### config.mk
export PLATFORM = sky130hd
export DESIGN_NAME = mode_entry_unit
export DESIGN_NICKNAME = d
export VERILOG_FILES = /design/src/mode_entry_pkg.sv /design/src/flash_ctrl_if.sv /design/src/flash_power_ctl.sv /design/src/mode_entry_unit.sv
export SDC_FILE = /design/constraint.sdc
export NUM_CORES = 1
export LEC_CHECK = 0
export BUFFER_PORTS_ARGS = -buffer_cell sky130_fd_sc_hd__buf_2
export CAP_MARGIN = 20
export CORE_MARGIN = 4
export CORE_UTILIZATION = 35
export CTS_CLUSTER_SIZE = 25
export DETAILED_ROUTE_END_ITERATION = 7
export PLACE_DENSITY_LB_ADDON = 0.05
export SYNTH_ARGS = -nofsm -noshare
export SYNTH_HDL_FRONTEND = slang
export SYNTH_SLANG_ARGS = --single-unit
### constraint.sdc
create_clock -name core_clk -period 2.85 [get_ports core_clk]
set_input_delay 0.285 -clock core_clk [delete_from_list [all_inputs] [get_ports core_clk]]
set_output_delay 0.285 -clock core_clk [all_outputs]
set_load 0.005 [all_outputs]
### src/mode_entry_pkg.sv
package mode_entry_pkg;
   // register offsets (byte addresses, one word each)
   localparam logic [7:0] MODE_REQ_OFS = 8'h00;
   localparam logic [7:0] GLOBAL_STATUS_OFS = 8'h04;
   localparam logic [7:0] RUN_CFG_OFS = 8'h08;
   localparam logic [7:0] STOP_CFG_OFS = 8'h18;
   localparam logic [7:0] HALT_CFG_OFS = 8'h1C;
   localparam logic [7:0] IRQ_STATUS_OFS = 8'h20;
   localparam logic [7:0] IRQ_CLEAR_OFS = 8'h24;
   localparam logic [7:0] IRQ_ENABLE_OFS = 8'h28;
   // flash power configuration codes
   localparam logic [1:0] FLASH_POWER_DOWN = 2'h1;
   localparam logic [1:0] FLASH_LOW_POWER = 2'h2;
   localparam logic [1:0] FLASH_NORMAL = 2'h3;
   localparam logic [1:0] FLASH_CFG_RESET = 2'h3;
   // mode codes
   localparam logic [2:0] MODE_RUN0 = 3'h0;
   localparam logic [2:0] MODE_STOP = 3'h4;
   localparam logic [2:0] MODE_HALT = 3'h5;
   localparam int RUN_MODES = 4;
   // global status field positions
   localparam int GS_MODE_LSB = 0;
   localparam int GS_FLASH_LSB = 4;
   localparam int GS_MTRANS_BIT = 8;
   localparam int GS_RAM_EXEC_BIT = 9;
   // interrupt event bits
   localparam int IRQ_BITS = 3;
   localparam int EV_DONE = 0;
   localparam int EV_MCHK = 1;
   localparam int EV_WAKE = 2;
   localparam logic [IRQ_BITS-1:0] IRQ_RESET = 3'h0;
   // timing
   localparam int HAZARD_CYCLES = 4;
   localparam int CLK_PERIOD_PS = 4000;
   localparam int FLASH_SETTLE_NS = 40;
   localparam int FLASH_SETTLE_CYC =
      (FLASH_SETTLE_NS * 1000 + CLK_PERIOD_PS - 1) / CLK_PERIOD_PS;
   typedef enum logic [3:0] {
      ST_RUN = 4'h1,
      ST_LP_ENTRY = 4'h2,
      ST_LP = 4'h4,
      ST_TRANS = 4'h8
   } me_state_t;
endpackage

### src/flash_ctrl_if.sv
`timescale 1ns/10ps
interface flash_ctrl_if;
   logic start;
   logic [1:0] target;
   logic busy;
   logic [1:0] power;
   modport ctrl (output start, output target, input busy, input power);
   modport flash (input start, input target, output busy, output power);
endinterface

### src/flash_power_ctl.sv
`timescale 1ns/10ps
module flash_power_ctl #(
   parameter int SETTLE_CYC = mode_entry_pkg::FLASH_SETTLE_CYC
) (
   input wire logic core_clk,
   input wire logic arst_n,
   flash_ctrl_if.flash fl
);
   logic [7:0] cnt_q, cnt_d;
   logic busy_q, busy_d;
   logic [1:0] tgt_q, tgt_d;
   logic [1:0] power_q, power_d;

   // power state only changes once settle time has passed
   always_comb begin
      cnt_d = cnt_q;
      busy_d = busy_q;
      tgt_d = tgt_q;
      power_d = power_q;
      if (fl.start) begin
         tgt_d = fl.target;
         busy_d = 1'b1;
         cnt_d = 8'(SETTLE_CYC - 1);
      end else if (busy_q) begin
         if (cnt_q == 8'h00) begin
            busy_d = 1'b0;
            power_d = tgt_q;
         end else begin
            cnt_d = cnt_q - 8'h01;
         end
      end
   end

   always_ff @(posedge core_clk or negedge arst_n) begin
      if (!arst_n) begin
         cnt_q <= 8'h00;
         busy_q <= 1'b0;
         tgt_q <= mode_entry_pkg::FLASH_CFG_RESET;
         power_q <= mode_entry_pkg::FLASH_CFG_RESET;
      end else begin
         cnt_q <= cnt_d;
         busy_q <= busy_d;
         tgt_q <= tgt_d;
         power_q <= power_d;
      end
   end

   assign fl.busy = busy_q;
   assign fl.power = power_q;
endmodule

### src/mode_entry_unit.sv
// Local design decisions: the register addresses and the address-and-strobe port.
`timescale 1ns/10ps
module mode_entry_unit (
   input wire logic core_clk,
   input wire logic arst_n,
   input wire logic [7:0] addr,
   input wire logic [31:0] wdata,
   input wire logic wr_stb,
   input wire logic rd_stb,
   output logic [31:0] rdata,
   input wire logic wakeup,
   input wire logic code_in_flash,
   input wire logic core_machine_check_enable,
   output logic machine_check_irq,
   output logic checkstop_reset,
   output logic exec_from_ram,
   output logic irq
);
   flash_ctrl_if fl ();

   flash_power_ctl u_flash (
      .core_clk(core_clk),
      .arst_n(arst_n),
      .fl(fl)
   );

   ////////////////////////////////////////////////////////////////////////
   // registers and state
   mode_entry_pkg::me_state_t st_q, st_d;
   logic [1:0] run_cfg_q [mode_entry_pkg::RUN_MODES];
   logic [1:0] run_cfg_d [mode_entry_pkg::RUN_MODES];
   logic [1:0] stop_cfg_q, stop_cfg_d, halt_cfg_q, halt_cfg_d;
   logic [2:0] mode_q, mode_d, run_q, run_d;
   logic [1:0] haz_q, haz_d;
   logic mtrans_q, mtrans_d;
   logic [1:0] lp_cfg_q, lp_cfg_d;
   logic [mode_entry_pkg::IRQ_BITS-1:0] ist_q, ist_d, ien_q, ien_d;
   logic [mode_entry_pkg::IRQ_BITS-1:0] ev;
   logic mchk_irq_q, mchk_irq_d, chkstop_q, chkstop_d;
   logic ram_q, ram_d, irq_q, irq_d;
   logic [31:0] rdata_q, rdata_d;
   logic fl_start;
   logic [1:0] fl_target;
   logic req, req_run, req_lp;
   logic fl_start_q;

   assign req = wr_stb && addr == mode_entry_pkg::MODE_REQ_OFS;
   assign req_run = req && wdata[2] == 1'b0;
   assign req_lp = req && (wdata[2:0] == mode_entry_pkg::MODE_STOP ||
                           wdata[2:0] == mode_entry_pkg::MODE_HALT);

   ////////////////////////////////////////////////////////////////////////
   // mode sequencer
   always_comb begin
      st_d = st_q;
      mode_d = mode_q;
      run_d = run_q;
      haz_d = haz_q;
      mtrans_d = mtrans_q;
      lp_cfg_d = lp_cfg_q;
      fl_start = 1'b0;
      fl_target = run_cfg_q[run_q[1:0]];
      ev = '0;
      mchk_irq_d = 1'b0;
      chkstop_d = 1'b0;
      unique case (st_q)
         mode_entry_pkg::ST_RUN: begin
            if (req_run) begin
               // same run mode is re-entered too, so new config applies
               run_d = wdata[2:0];
               mode_d = wdata[2:0];
               fl_start = 1'b1;
               fl_target = run_cfg_q[wdata[1:0]];
               mtrans_d = 1'b1;
               st_d = mode_entry_pkg::ST_TRANS;
            end else if (req_lp) begin
               mode_d = wdata[2:0];
               lp_cfg_d = (wdata[2:0] == mode_entry_pkg::MODE_STOP) ?
                          stop_cfg_q : halt_cfg_q;
               haz_d = 2'h0;
               mtrans_d = 1'b1;
               st_d = mode_entry_pkg::ST_LP_ENTRY;
            end
         end
         mode_entry_pkg::ST_LP_ENTRY: begin
            haz_d = haz_q + 2'h1;
            if (wakeup) begin
               // flash already committed to going down; run mode
               // is re-entered believing it is still available
               ev[mode_entry_pkg::EV_WAKE] = 1'b1;
               mode_d = run_q;
               fl_start = 1'b1;
               fl_target = lp_cfg_q;
               st_d = mode_entry_pkg::ST_TRANS;
               if (code_in_flash &&
                   lp_cfg_q != mode_entry_pkg::FLASH_NORMAL) begin
                  ev[mode_entry_pkg::EV_MCHK] = 1'b1;
                  mchk_irq_d = core_machine_check_enable;
                  chkstop_d = !core_machine_check_enable;
               end
            end else if (haz_q == 2'(mode_entry_pkg::HAZARD_CYCLES - 1)) begin
               fl_start = 1'b1;
               fl_target = lp_cfg_q;
               st_d = mode_entry_pkg::ST_LP;
            end
         end
         mode_entry_pkg::ST_LP: begin
            if (!fl.busy) begin
               mtrans_d = 1'b0;
            end
            if (wakeup && !fl.busy) begin
               ev[mode_entry_pkg::EV_WAKE] = 1'b1;
               mode_d = run_q;
               fl_start = 1'b1;
               fl_target = run_cfg_q[run_q[1:0]];
               mtrans_d = 1'b1;
               st_d = mode_entry_pkg::ST_TRANS;
            end
         end
         mode_entry_pkg::ST_TRANS: begin
            if (!fl.busy && !fl_start_q) begin
               mtrans_d = 1'b0;
               ev[mode_entry_pkg::EV_DONE] = 1'b1;
               st_d = mode_entry_pkg::ST_RUN;
            end
         end
         default: begin
            st_d = mode_entry_pkg::ST_RUN;
            mtrans_d = 1'b0;
         end
      endcase
   end

   // busy from the flash lags start by one cycle
   always_ff @(posedge core_clk or negedge arst_n) begin
      if (!arst_n) begin
         fl_start_q <= 1'b0;
      end else begin
         fl_start_q <= fl_start;
      end
   end

   assign fl.start = fl_start;
   assign fl.target = fl_target;

   ////////////////////////////////////////////////////////////////////////
   // register file and interrupts
   always_comb begin
      run_cfg_d = run_cfg_q;
      stop_cfg_d = stop_cfg_q;
      halt_cfg_d = halt_cfg_q;
      ien_d = ien_q;
      ist_d = ist_q;
      rdata_d = 32'h0000_0000;
      if (wr_stb) begin
         for (int i = 0; i < mode_entry_pkg::RUN_MODES; i++) begin
            if (addr == 8'(mode_entry_pkg::RUN_CFG_OFS + 4 * i)) begin
               run_cfg_d[i] = wdata[1:0];
            end
         end
         if (addr == mode_entry_pkg::STOP_CFG_OFS) begin
            stop_cfg_d = wdata[1:0];
         end
         if (addr == mode_entry_pkg::HALT_CFG_OFS) begin
            halt_cfg_d = wdata[1:0];
         end
         if (addr == mode_entry_pkg::IRQ_ENABLE_OFS) begin
            ien_d = wdata[mode_entry_pkg::IRQ_BITS-1:0];
         end
         if (addr == mode_entry_pkg::IRQ_CLEAR_OFS) begin
            ist_d = ist_q & ~wdata[mode_entry_pkg::IRQ_BITS-1:0];
         end
      end
      // set wins over a clear in the same cycle
      ist_d = ist_d | ev;
      if (rd_stb) begin
         for (int i = 0; i < mode_entry_pkg::RUN_MODES; i++) begin
            if (addr == 8'(mode_entry_pkg::RUN_CFG_OFS + 4 * i)) begin
               rdata_d = {30'h0, run_cfg_q[i]};
            end
         end
         unique case (addr)
            mode_entry_pkg::GLOBAL_STATUS_OFS: begin
               rdata_d[mode_entry_pkg::GS_MODE_LSB +: 3] = mode_q;
               rdata_d[mode_entry_pkg::GS_FLASH_LSB +: 2] = fl.power;
               rdata_d[mode_entry_pkg::GS_MTRANS_BIT] = mtrans_q;
               rdata_d[mode_entry_pkg::GS_RAM_EXEC_BIT] = ram_q;
            end
            mode_entry_pkg::STOP_CFG_OFS: rdata_d[1:0] = stop_cfg_q;
            mode_entry_pkg::HALT_CFG_OFS: rdata_d[1:0] = halt_cfg_q;
            mode_entry_pkg::IRQ_STATUS_OFS: rdata_d[2:0] = ist_q;
            mode_entry_pkg::IRQ_ENABLE_OFS: rdata_d[2:0] = ien_q;
            default: ;
         endcase
      end
      ram_d = fl.power != mode_entry_pkg::FLASH_NORMAL;
      irq_d = |(ist_d & ien_d);
   end

   always_ff @(posedge core_clk or negedge arst_n) begin
      if (!arst_n) begin
         st_q <= mode_entry_pkg::ST_RUN;
         mode_q <= mode_entry_pkg::MODE_RUN0;
         run_q <= mode_entry_pkg::MODE_RUN0;
         haz_q <= 2'h0;
         mtrans_q <= 1'b0;
         lp_cfg_q <= mode_entry_pkg::FLASH_CFG_RESET;
         for (int i = 0; i < mode_entry_pkg::RUN_MODES; i++) begin
            run_cfg_q[i] <= mode_entry_pkg::FLASH_CFG_RESET;
         end
         stop_cfg_q <= mode_entry_pkg::FLASH_CFG_RESET;
         halt_cfg_q <= mode_entry_pkg::FLASH_CFG_RESET;
         ist_q <= mode_entry_pkg::IRQ_RESET;
         ien_q <= mode_entry_pkg::IRQ_RESET;
         mchk_irq_q <= 1'b0;
         chkstop_q <= 1'b0;
         ram_q <= 1'b0;
         irq_q <= 1'b0;
         rdata_q <= 32'h0000_0000;
      end else begin
         st_q <= st_d;
         mode_q <= mode_d;
         run_q <= run_d;
         haz_q <= haz_d;
         mtrans_q <= mtrans_d;
         lp_cfg_q <= lp_cfg_d;
         run_cfg_q <= run_cfg_d;
         stop_cfg_q <= stop_cfg_d;
         halt_cfg_q <= halt_cfg_d;
         ist_q <= ist_d;
         ien_q <= ien_d;
         mchk_irq_q <= mchk_irq_d;
         chkstop_q <= chkstop_d;
         ram_q <= ram_d;
         irq_q <= irq_d;
         rdata_q <= rdata_d;
      end
   end

   assign rdata = rdata_q;
   assign machine_check_irq = mchk_irq_q;
   assign checkstop_reset = chkstop_q;
   assign exec_from_ram = ram_q;
   assign irq = irq_q;
endmodule

==> results of run 1 <==
-- synth_stat cells (3+ instances only) --
cell / n
a211oi_1: 3
a21oi_1: 4
a22o_1: 3
a22oi_1: 4
a31oi_1: 3
and3_1: 3
buf_4: 25
clkbuf_1: 7
dfrtp_1: 39
dfstp_2: 19
ha_1: 3
inv_1: 11
mux2_2: 24
mux2i_1: 6
mux4_2: 4
nand2_1: 20
nand2b_1: 3
nand3_1: 14
nand4_1: 9
nor2_1: 28
nor3_1: 3
o21ai_0: 10
or3_1: 3
or3b_2: 4
xor2_1: 5
-- cells by family after synthesis --
kind of cell	Yosys count	share of synthesized area, %
AO/OA/AOI/OAI	46	10.1
XOR/XNOR	6	1.60
adder cells (fa/ha/maj)	3	1.14
buffers and inverters	46	8.42
flip-flops	58	44.9
multiplexers	36	13.5
other	1	0.114
AND/OR/NAND/NOR	110	20.3
-- per-layer routing --
layer | track usage [%] | up-vias | wire length [um]
li1 | - | 1124 | -
met1 | 20.3 | 1155 | 3520
met2 | 21.4 | 54 | 3360
met3 | 4.39 | 6 | 332
met4 | 3.37 | 0 | 62
met5 | 0 | - | 0
-- metrics by stage --
| step | util (%) | area [sq um] | power, W | setup WS (ns) | hold slack [ns] |
|---|---|---|---|---|---|
| floorplan | - | 3380 | 0.00114 | 0.837 | -0.0106 |
| global placement | 37.8 | 3470 | 0.00121 | 0.594 | 0.442 |
| detailed placement | 37.8 | 3470 | 0.00121 | 0.575 | 0.442 |
| CTS | 40.2 | 3700 | 0.00211 | 0.602 | 0.0893 |
| global route | 40.2 | 3700 | 0.00219 | 0.503 | 0.0857 |
| finish | 40.2 | 3700 | 0.00207 | 0.665 | 0.0804 |
-- final timing paths --
check	slack [ns]	start	end	cells past startpoint
min in group core_clk	0.11	core_machine_check_enable	checkstop_reset$_DFF_PN0_	2
worst max register to register	0.66	st_q[1]$_DFFE_PN0P_	u_flash.fl.power[0]$_DFFE_PN1P_	5
worst min register to register	0.45	u_flash.fl.power[1]$_DFFE_PN1P_	exec_from_ram$_DFF_PN0_	1
worst min-delay path	0.08	arst_n	ien_q[1]$_DFF_PN0_	2
max in group asynchronous	2.25	arst_n	rdata[1]$_DFF_PN0_	2
worst max-delay path	0.66	st_q[1]$_DFFE_PN0P_	u_flash.fl.power[0]$_DFFE_PN1P_	5
-- critical path: stages (launching register included) --
cell,delay (ns)
dfrtp_1,0.46
or3b_2,0.49
a211oi_1,0.48
a21o_4,0.29
nor2_2,0.07
mux2_1,0.31
-- power groups by stage --
stage	combinational [W]	sequential (W)	clock, W
2_1_floorplan	0.000194	0.000947	0
3_3_place_gp	0.000242	0.000963	0
3_5_place_dp	0.000244	0.000962	0
4_1_cts	0.000246	0.000948	0.000912
5_1_grt	0.000276	0.000958	0.000956
6_report	0.000243	0.000947	0.000880
-- final cells by class --
| cell class | instances | share of cell area [%] |
|---|---|---|
| sequential | 58 | 39.9 |
| tap | 111 | 3.75 |
| timing repair buffer | 35 | 5.21 |
| clock buffer | 12 | 4.23 |
| inverter | 11 | 1.12 |
| multi-input combinational | 226 | 43.9 |
| clock inverter | 4 | 1.96 |
-- registers in the layout (all words and copies together), names as in the netlist, 2 cells and up --
register / count
rdata: 7
u_flash.tgt_q: 2
st_q: 4
run_q: 3
mode_q: 3
halt_cfg_q: 2
haz_q: 2
u_flash.cnt_q: 8
ien_q: 3
stop_cfg_q: 2
run_cfg_q: 8
u_flash.fl.power: 2
ist_q: 3
lp_cfg_q: 2
-- layout by cell type (no fill, tap or decap), types with 3 or more instances in the layout --
cell	Yosys	layout
a31oi_1	3	3
nand3_1	14	14
nor2_1	28	28
a22oi_1	4	4
and3_1	3	3
a22o_1	3	3
ha_1	3	3
nand4_1	9	9
or3b_2	4	4
buf_2	2	28
mux2_2	24	24
clkbuf_8	0	9
dfrtp_1	39	39
nand2_1	20	20
xor2_1	5	5
nor3_1	3	3
a21oi_1	4	4
dfstp_2	19	19
conb_1	1	25
o21ai_0	10	10
buf_4	25	7
inv_1	11	11
or3_1	3	3
mux2i_1	6	6
a211oi_1	3	3
mux4_2	4	4
nand2b_1	3	3
==> metrics.yaml, run 1 <==
status:
  status: "complete, no violations"
route:
  first_iter_violations: 95
  first_pass_iters: 4
  drt-total-wl_um: 7280
  vias: 2339
  routedWlPerCell_um: 15.9
  viasPerCell: 5.12
  ant_nets: 0
  route.detailed.drc: 0
global_route:
  grt_pass1_wl_um: 12400
  grt_max_degree: 59
  grt_use_total_pct: 14.3
  first_global_vias: 2335
  antenna_found_initial: 0
  grt.overflow.total: 0
cells_and_area:
  drive_above_1_share_pct: 33.2
  fin_nets: 391
  area_delta_synth_final_pct: 12.6
  multi_input_area_sq_um: 1620
  n_fill_cell: 917
  instances_no_fill: 457
  n_antenna_cell: 0
  regArea_sq_um: 1480
floorplanning:
  rows: 35
  core-area_sq_um: 9200
  fp.dieH_um: 105
  dieArea_sq_um: 11000
  ios: 83
  initial_core_util_pct: 35.7
  die_w_um: 105
flow_run:
  maxCapViolCount: 0
sta:
  worst_pin_slew_ns: 0.761
  setup_viol: 0
  finalWorstPathRequiredPeriod_ns: 2.19
  finClkSkew_ns: 0.0119
  slew_headroom_pct: 49.3
  rsz0062_at_grt: "false"
  hold_viol_final: 0
  slew_viol_final: 0
  period_share_pct: 76.7
  fmax_mhz: 458
  finalSetupTns_ns: 0
min_path:
  hold_class: "in2async"
synthesis:
  avgSynthCellArea_sq_um: 10.7
  synthArstFlopShare_pct: 100
  synthTopCellsByArea: "dfrtp_1 (30%), dfstp_2 (15%), mux2_2 (8.2%), buf_4 (5.7%), nor2_1 (3.2%)"
  netlist.top_cell.by_area: "dfrtp_1"
  ys_types: 64
  synth-seq-cells: 58
  syn_inst: 306
  netlist_area_sq_um: 3290
  synth-edff-count: 0
  ys.flop_type: "dfrtp_1"
  synth.top_cell.area_share_pct: 29.7
  yosys_warnings: 0
  ys_seq_area_share_pct: 44.9
clock_network:
  cts_tree: "done"
  clock-sinks: 58
  cts_hold_buf: 0
  clockBufferDepth: 2
  post_cts_buffers: 0
  htree_levels: 3
  ctsResizeCount: 0
  clock_latency_ns: 0.34
  cts_buffers: 9
  cts.clk_slew.worst_paths_ns: 0.07
  root_buffer: "clkbuf_8"
power_and_ir_drop:
  pwr-share-seq_pct: 45.8
  ir_drop_mv: 0.235
  p_int_w: 0.00155
  swShare_pct: 25.3
  p_switching_w: 0.000524
  combPwrFrac_pct: 11.7
  pwr-share-clk_pct: 42.5
  power.density_nw_per_um2: 560
  cellLeakagePower_nw: 1.56
placement:
  hpwl_um: 5290
  placed_cells: 441
  place_congestion: 0.801
  port_buffers: 28
worst_setup_path:
  endpoint_kind: "register"
  critPathMaxFanout: 15
  critical_path_class: "reg2reg"
  start_kind: "register"
  worstPathArrival_ns: 2.44
  worstPathRequired_ns: 3.11
Power figures use the tool's default switching activity.
==> run 2, diff against run 1 <==
- clock period: 2.85 -> 2 ns (I/O delays scaled with it)
==> run 2 against run 1 <==
Effect of this change:
- die area did not move
- highest routed layer unchanged
- critical endpoint is now run_q[1]$_DFFE_PN0P_
- routed wire length rose by 5.4%
- critical path depth fell by 1
- sequential cell count did not move
- sequential share of layout area fell by 3.2 points
- design area rose by 8.9%
- clock-buffer cell count fell by 1
- first-iteration DRC count rose by 35%
- global-route usage fell by 0.064 points
- non-clock buffer count rose by 34
- critical path type unchanged
- combinational power rose by 59%
- clock skew fell by 0.0023 ns
==> metrics.yaml, run 2 (same netlist as run 1, synthesis figures left out) <==
power_and_ir_drop:
  ir_drop_mv: 0.300  # +28%
  pwr-share-clk_pct: 44.2  # +1.7 points
  combPwrFrac_pct: 12.4  # +0.7 points
  p_int_w: 0.00235  # +52%
  cellLeakagePower_nw: 1.76  # +13%
  swShare_pct: 24.5  # -0.86 points
  p_switching_w: 0.000761  # +45%
  p_total_w: 0.00311  # +50%
  power.density_nw_per_um2: 772  # +38%
  pwr-share-seq_pct: 43.4  # -2.4 points
sta:
  slew_viol_final: 0  # unchanged
  fmax_mhz: 518  # +13%
  finClkSkew_ns: 0.00959  # -0.00228 ns
  finalWorstPathRequiredPeriod_ns: 1.93  # -0.254 ns
  hold_viol_final: 0  # unchanged
  period_share_pct: 96.5  # +20 points
  hold_slack_ns: 0.0166  # -0.0638 ns
  setup_viol: 0  # unchanged
placement:
  place_congestion: 0.850  # +6.1%
  port_buffers: 28  # unchanged
  hpwl_um: 5690  # +7.6%
cells_and_area:
  area_delta_synth_final_pct: 22.6
  most-common-layout-cells: "dfrtp_1 (39), buf_4 (38), buf_2 (28)"
  mostFrequentLayoutCell: "dfrtp_1"
  fin_nets: 425  # +8.7%
  drive_above_1_share_pct: 40.3  # +7.0 points
  n_antenna_cell: 0  # unchanged
global_route:
  grt.overflow.total: 0  # unchanged
  grt_use_total_pct: 14.2  # -0.064 points
  first_global_vias: 2467  # +5.7%
  antenna_found_initial: 0  # unchanged
  grt_max_degree: 59  # unchanged
  grt_pass1_wl_um: 12500  # +0.61%
worst_setup_path:
  endpoint_kind: "register"
  worstPathRequired_ns: 2.22  # -0.89 ns
  critPathMaxFanout: 4  # -11
  critPathSlowestCell: "dfstp_2"
  worstPathArrival_ns: 2.15  # -0.29 ns
  critical_path_class: "reg2reg"
  crit_chain: "or4b_4, nor4_4, buf_4, mux2_4"
  start_kind: "register"
  critPathMaxStageDelay_ns: 0.53  # +0.04 ns
route:
  first_pass_iters: 4  # unchanged
  viasPerCell: 5.03  # -1.7%
  routedWlPerCell_um: 15.6  # -1.9%
  drt-total-wl_um: 7670  # +5.4%
  first_iter_violations: 128  # +35%
  route.detailed.drc: 0  # unchanged
  ant_nets: 0  # unchanged
  vias: 2471  # +5.6%
min_path:
  hold_class: "in2reg"
floorplanning:
  die_w_um: 105  # unchanged
  core-area_sq_um: 9200  # unchanged
  rows: 35  # unchanged
  initial_core_util_pct: 35.7  # unchanged
  ios: 83  # unchanged
  dieArea_sq_um: 11000  # unchanged
  fp.dieH_um: 105  # unchanged
clock_network:
  clockBufferDepth: 2  # unchanged
  htree_levels: 3  # unchanged
  cts_buffers: 9  # unchanged
  cts_tree: "done"
  clock-sinks: 58  # unchanged
  cts.clk_slew.worst_paths_ns: 0.07  # about the same
  clock_latency_ns: 0.34  # about the same
  root_buffer: "clkbuf_8"
status:
  status: "complete, no violations"
flow_run:
  maxCapViolCount: 0  # unchanged
==> run 2: cell types whose count changed in the layout (fill, tap and decap cells not counted), sizes merged <==
| cell | previous run | this run |
|---|---|---|
| dlygate4sd3 | 0 | 1 |
| clkinv | 1 | 2 |
| buf | 35 | 67 |
| bufinv | 2 | 3 |
| clkinvlp | 1 | 0 |
==> run 2: worst paths after layout <==
kind,cells past startpoint,slack (ns),to,from
worst max-delay path,4,0.07,run_q[1]$_DFFE_PN0P_,st_q[0]$_DFFE_PN1P_
worst min-delay path,2,0.02,checkstop_reset$_DFF_PN0_,core_machine_check_enable
worst max register to register,4,0.07,run_q[1]$_DFFE_PN0P_,st_q[0]$_DFFE_PN1P_
worst min register to register,1,0.45,exec_from_ram$_DFF_PN0_,u_flash.fl.power[1]$_DFFE_PN1P_
max in group asynchronous,3,1.29,run_cfg_q[1]$_DFFE_PN1P_,arst_n
min in group asynchronous,3,0.38,irq$_DFF_PN0_,arst_n
==> run 2: power groups by stage <==
| stage | Clock, W | Sequential, W | Combinational [W] |
|---|---|---|---|
| floorplan | 0 | 0.00135 | 0.000276 |
| global placement | 0 | 0.00137 | 0.000379 |
| detailed placement | 0 | 0.00137 | 0.000381 |
| CTS | 0.00141 | 0.00135 | 0.000385 |
| global route | 0.00145 | 0.00136 | 0.000436 |
| finish | 0.00137 | 0.00135 | 0.000386 |
==> run 2: metal layers <==
| metal | share of wire (%) | up-vias | wire length (um) | track usage (%) |
|---|---|---|---|---|
| met4 | 1.5 | 0 | 115 | 5.34 |
| met5 | 0 | - | 0 | 0 |
| met2 | 46 | 55 | 3560 | 22.1 |
| met3 | 4.7 | 8 | 364 | 2.59 |
| met1 | 47 | 1214 | 3640 | 19.8 |
| li1 | - | 1194 | - | - |
==> run 2: repair_timing <==
action	CTS	global route
hold endpoints to repair	39	0
pin swaps	0	3
setup endpoints to repair	2	11
gates resized for setup	1	6
hold buffers	1	0
setup buffers	0	4
==> run 2: final cells by class <==
type	instances	area, sq um
fillers	921	5170
multi-input cells	226	1660
flip-flops and latches	58	1480
repair buffers	69	460
clock buffers	11	151
well taps	111	139
clock inverters	5	100
inverters	11	41.3
==> run 2: critical path: cells and delay by family, from the launching register on <==
family | cells | cell delay, ns
multiplexers | 1 | 0.30
buffers and inverters | 1 | 0.21
flip-flops | 1 | 0.53
AND/OR/NAND/NOR | 2 | 0.78
==> run 2: metrics by stage <==
stage	worst slack, ns	area, sq um	TNS [ns]	instances	utilization, %
2_1_floorplan	0.0627	3380	0	330	-
3_3_place_gp	0.0482	3700	0	470	40.3
3_5_place_dp	0.0265	3700	0	470	40.3
4_1_cts	0.0147	3970	0	487	43.2
5_1_grt	-0.0105	4030	-0.0231	491	43.8
6_report	0.0691	4030	0	491	43.8
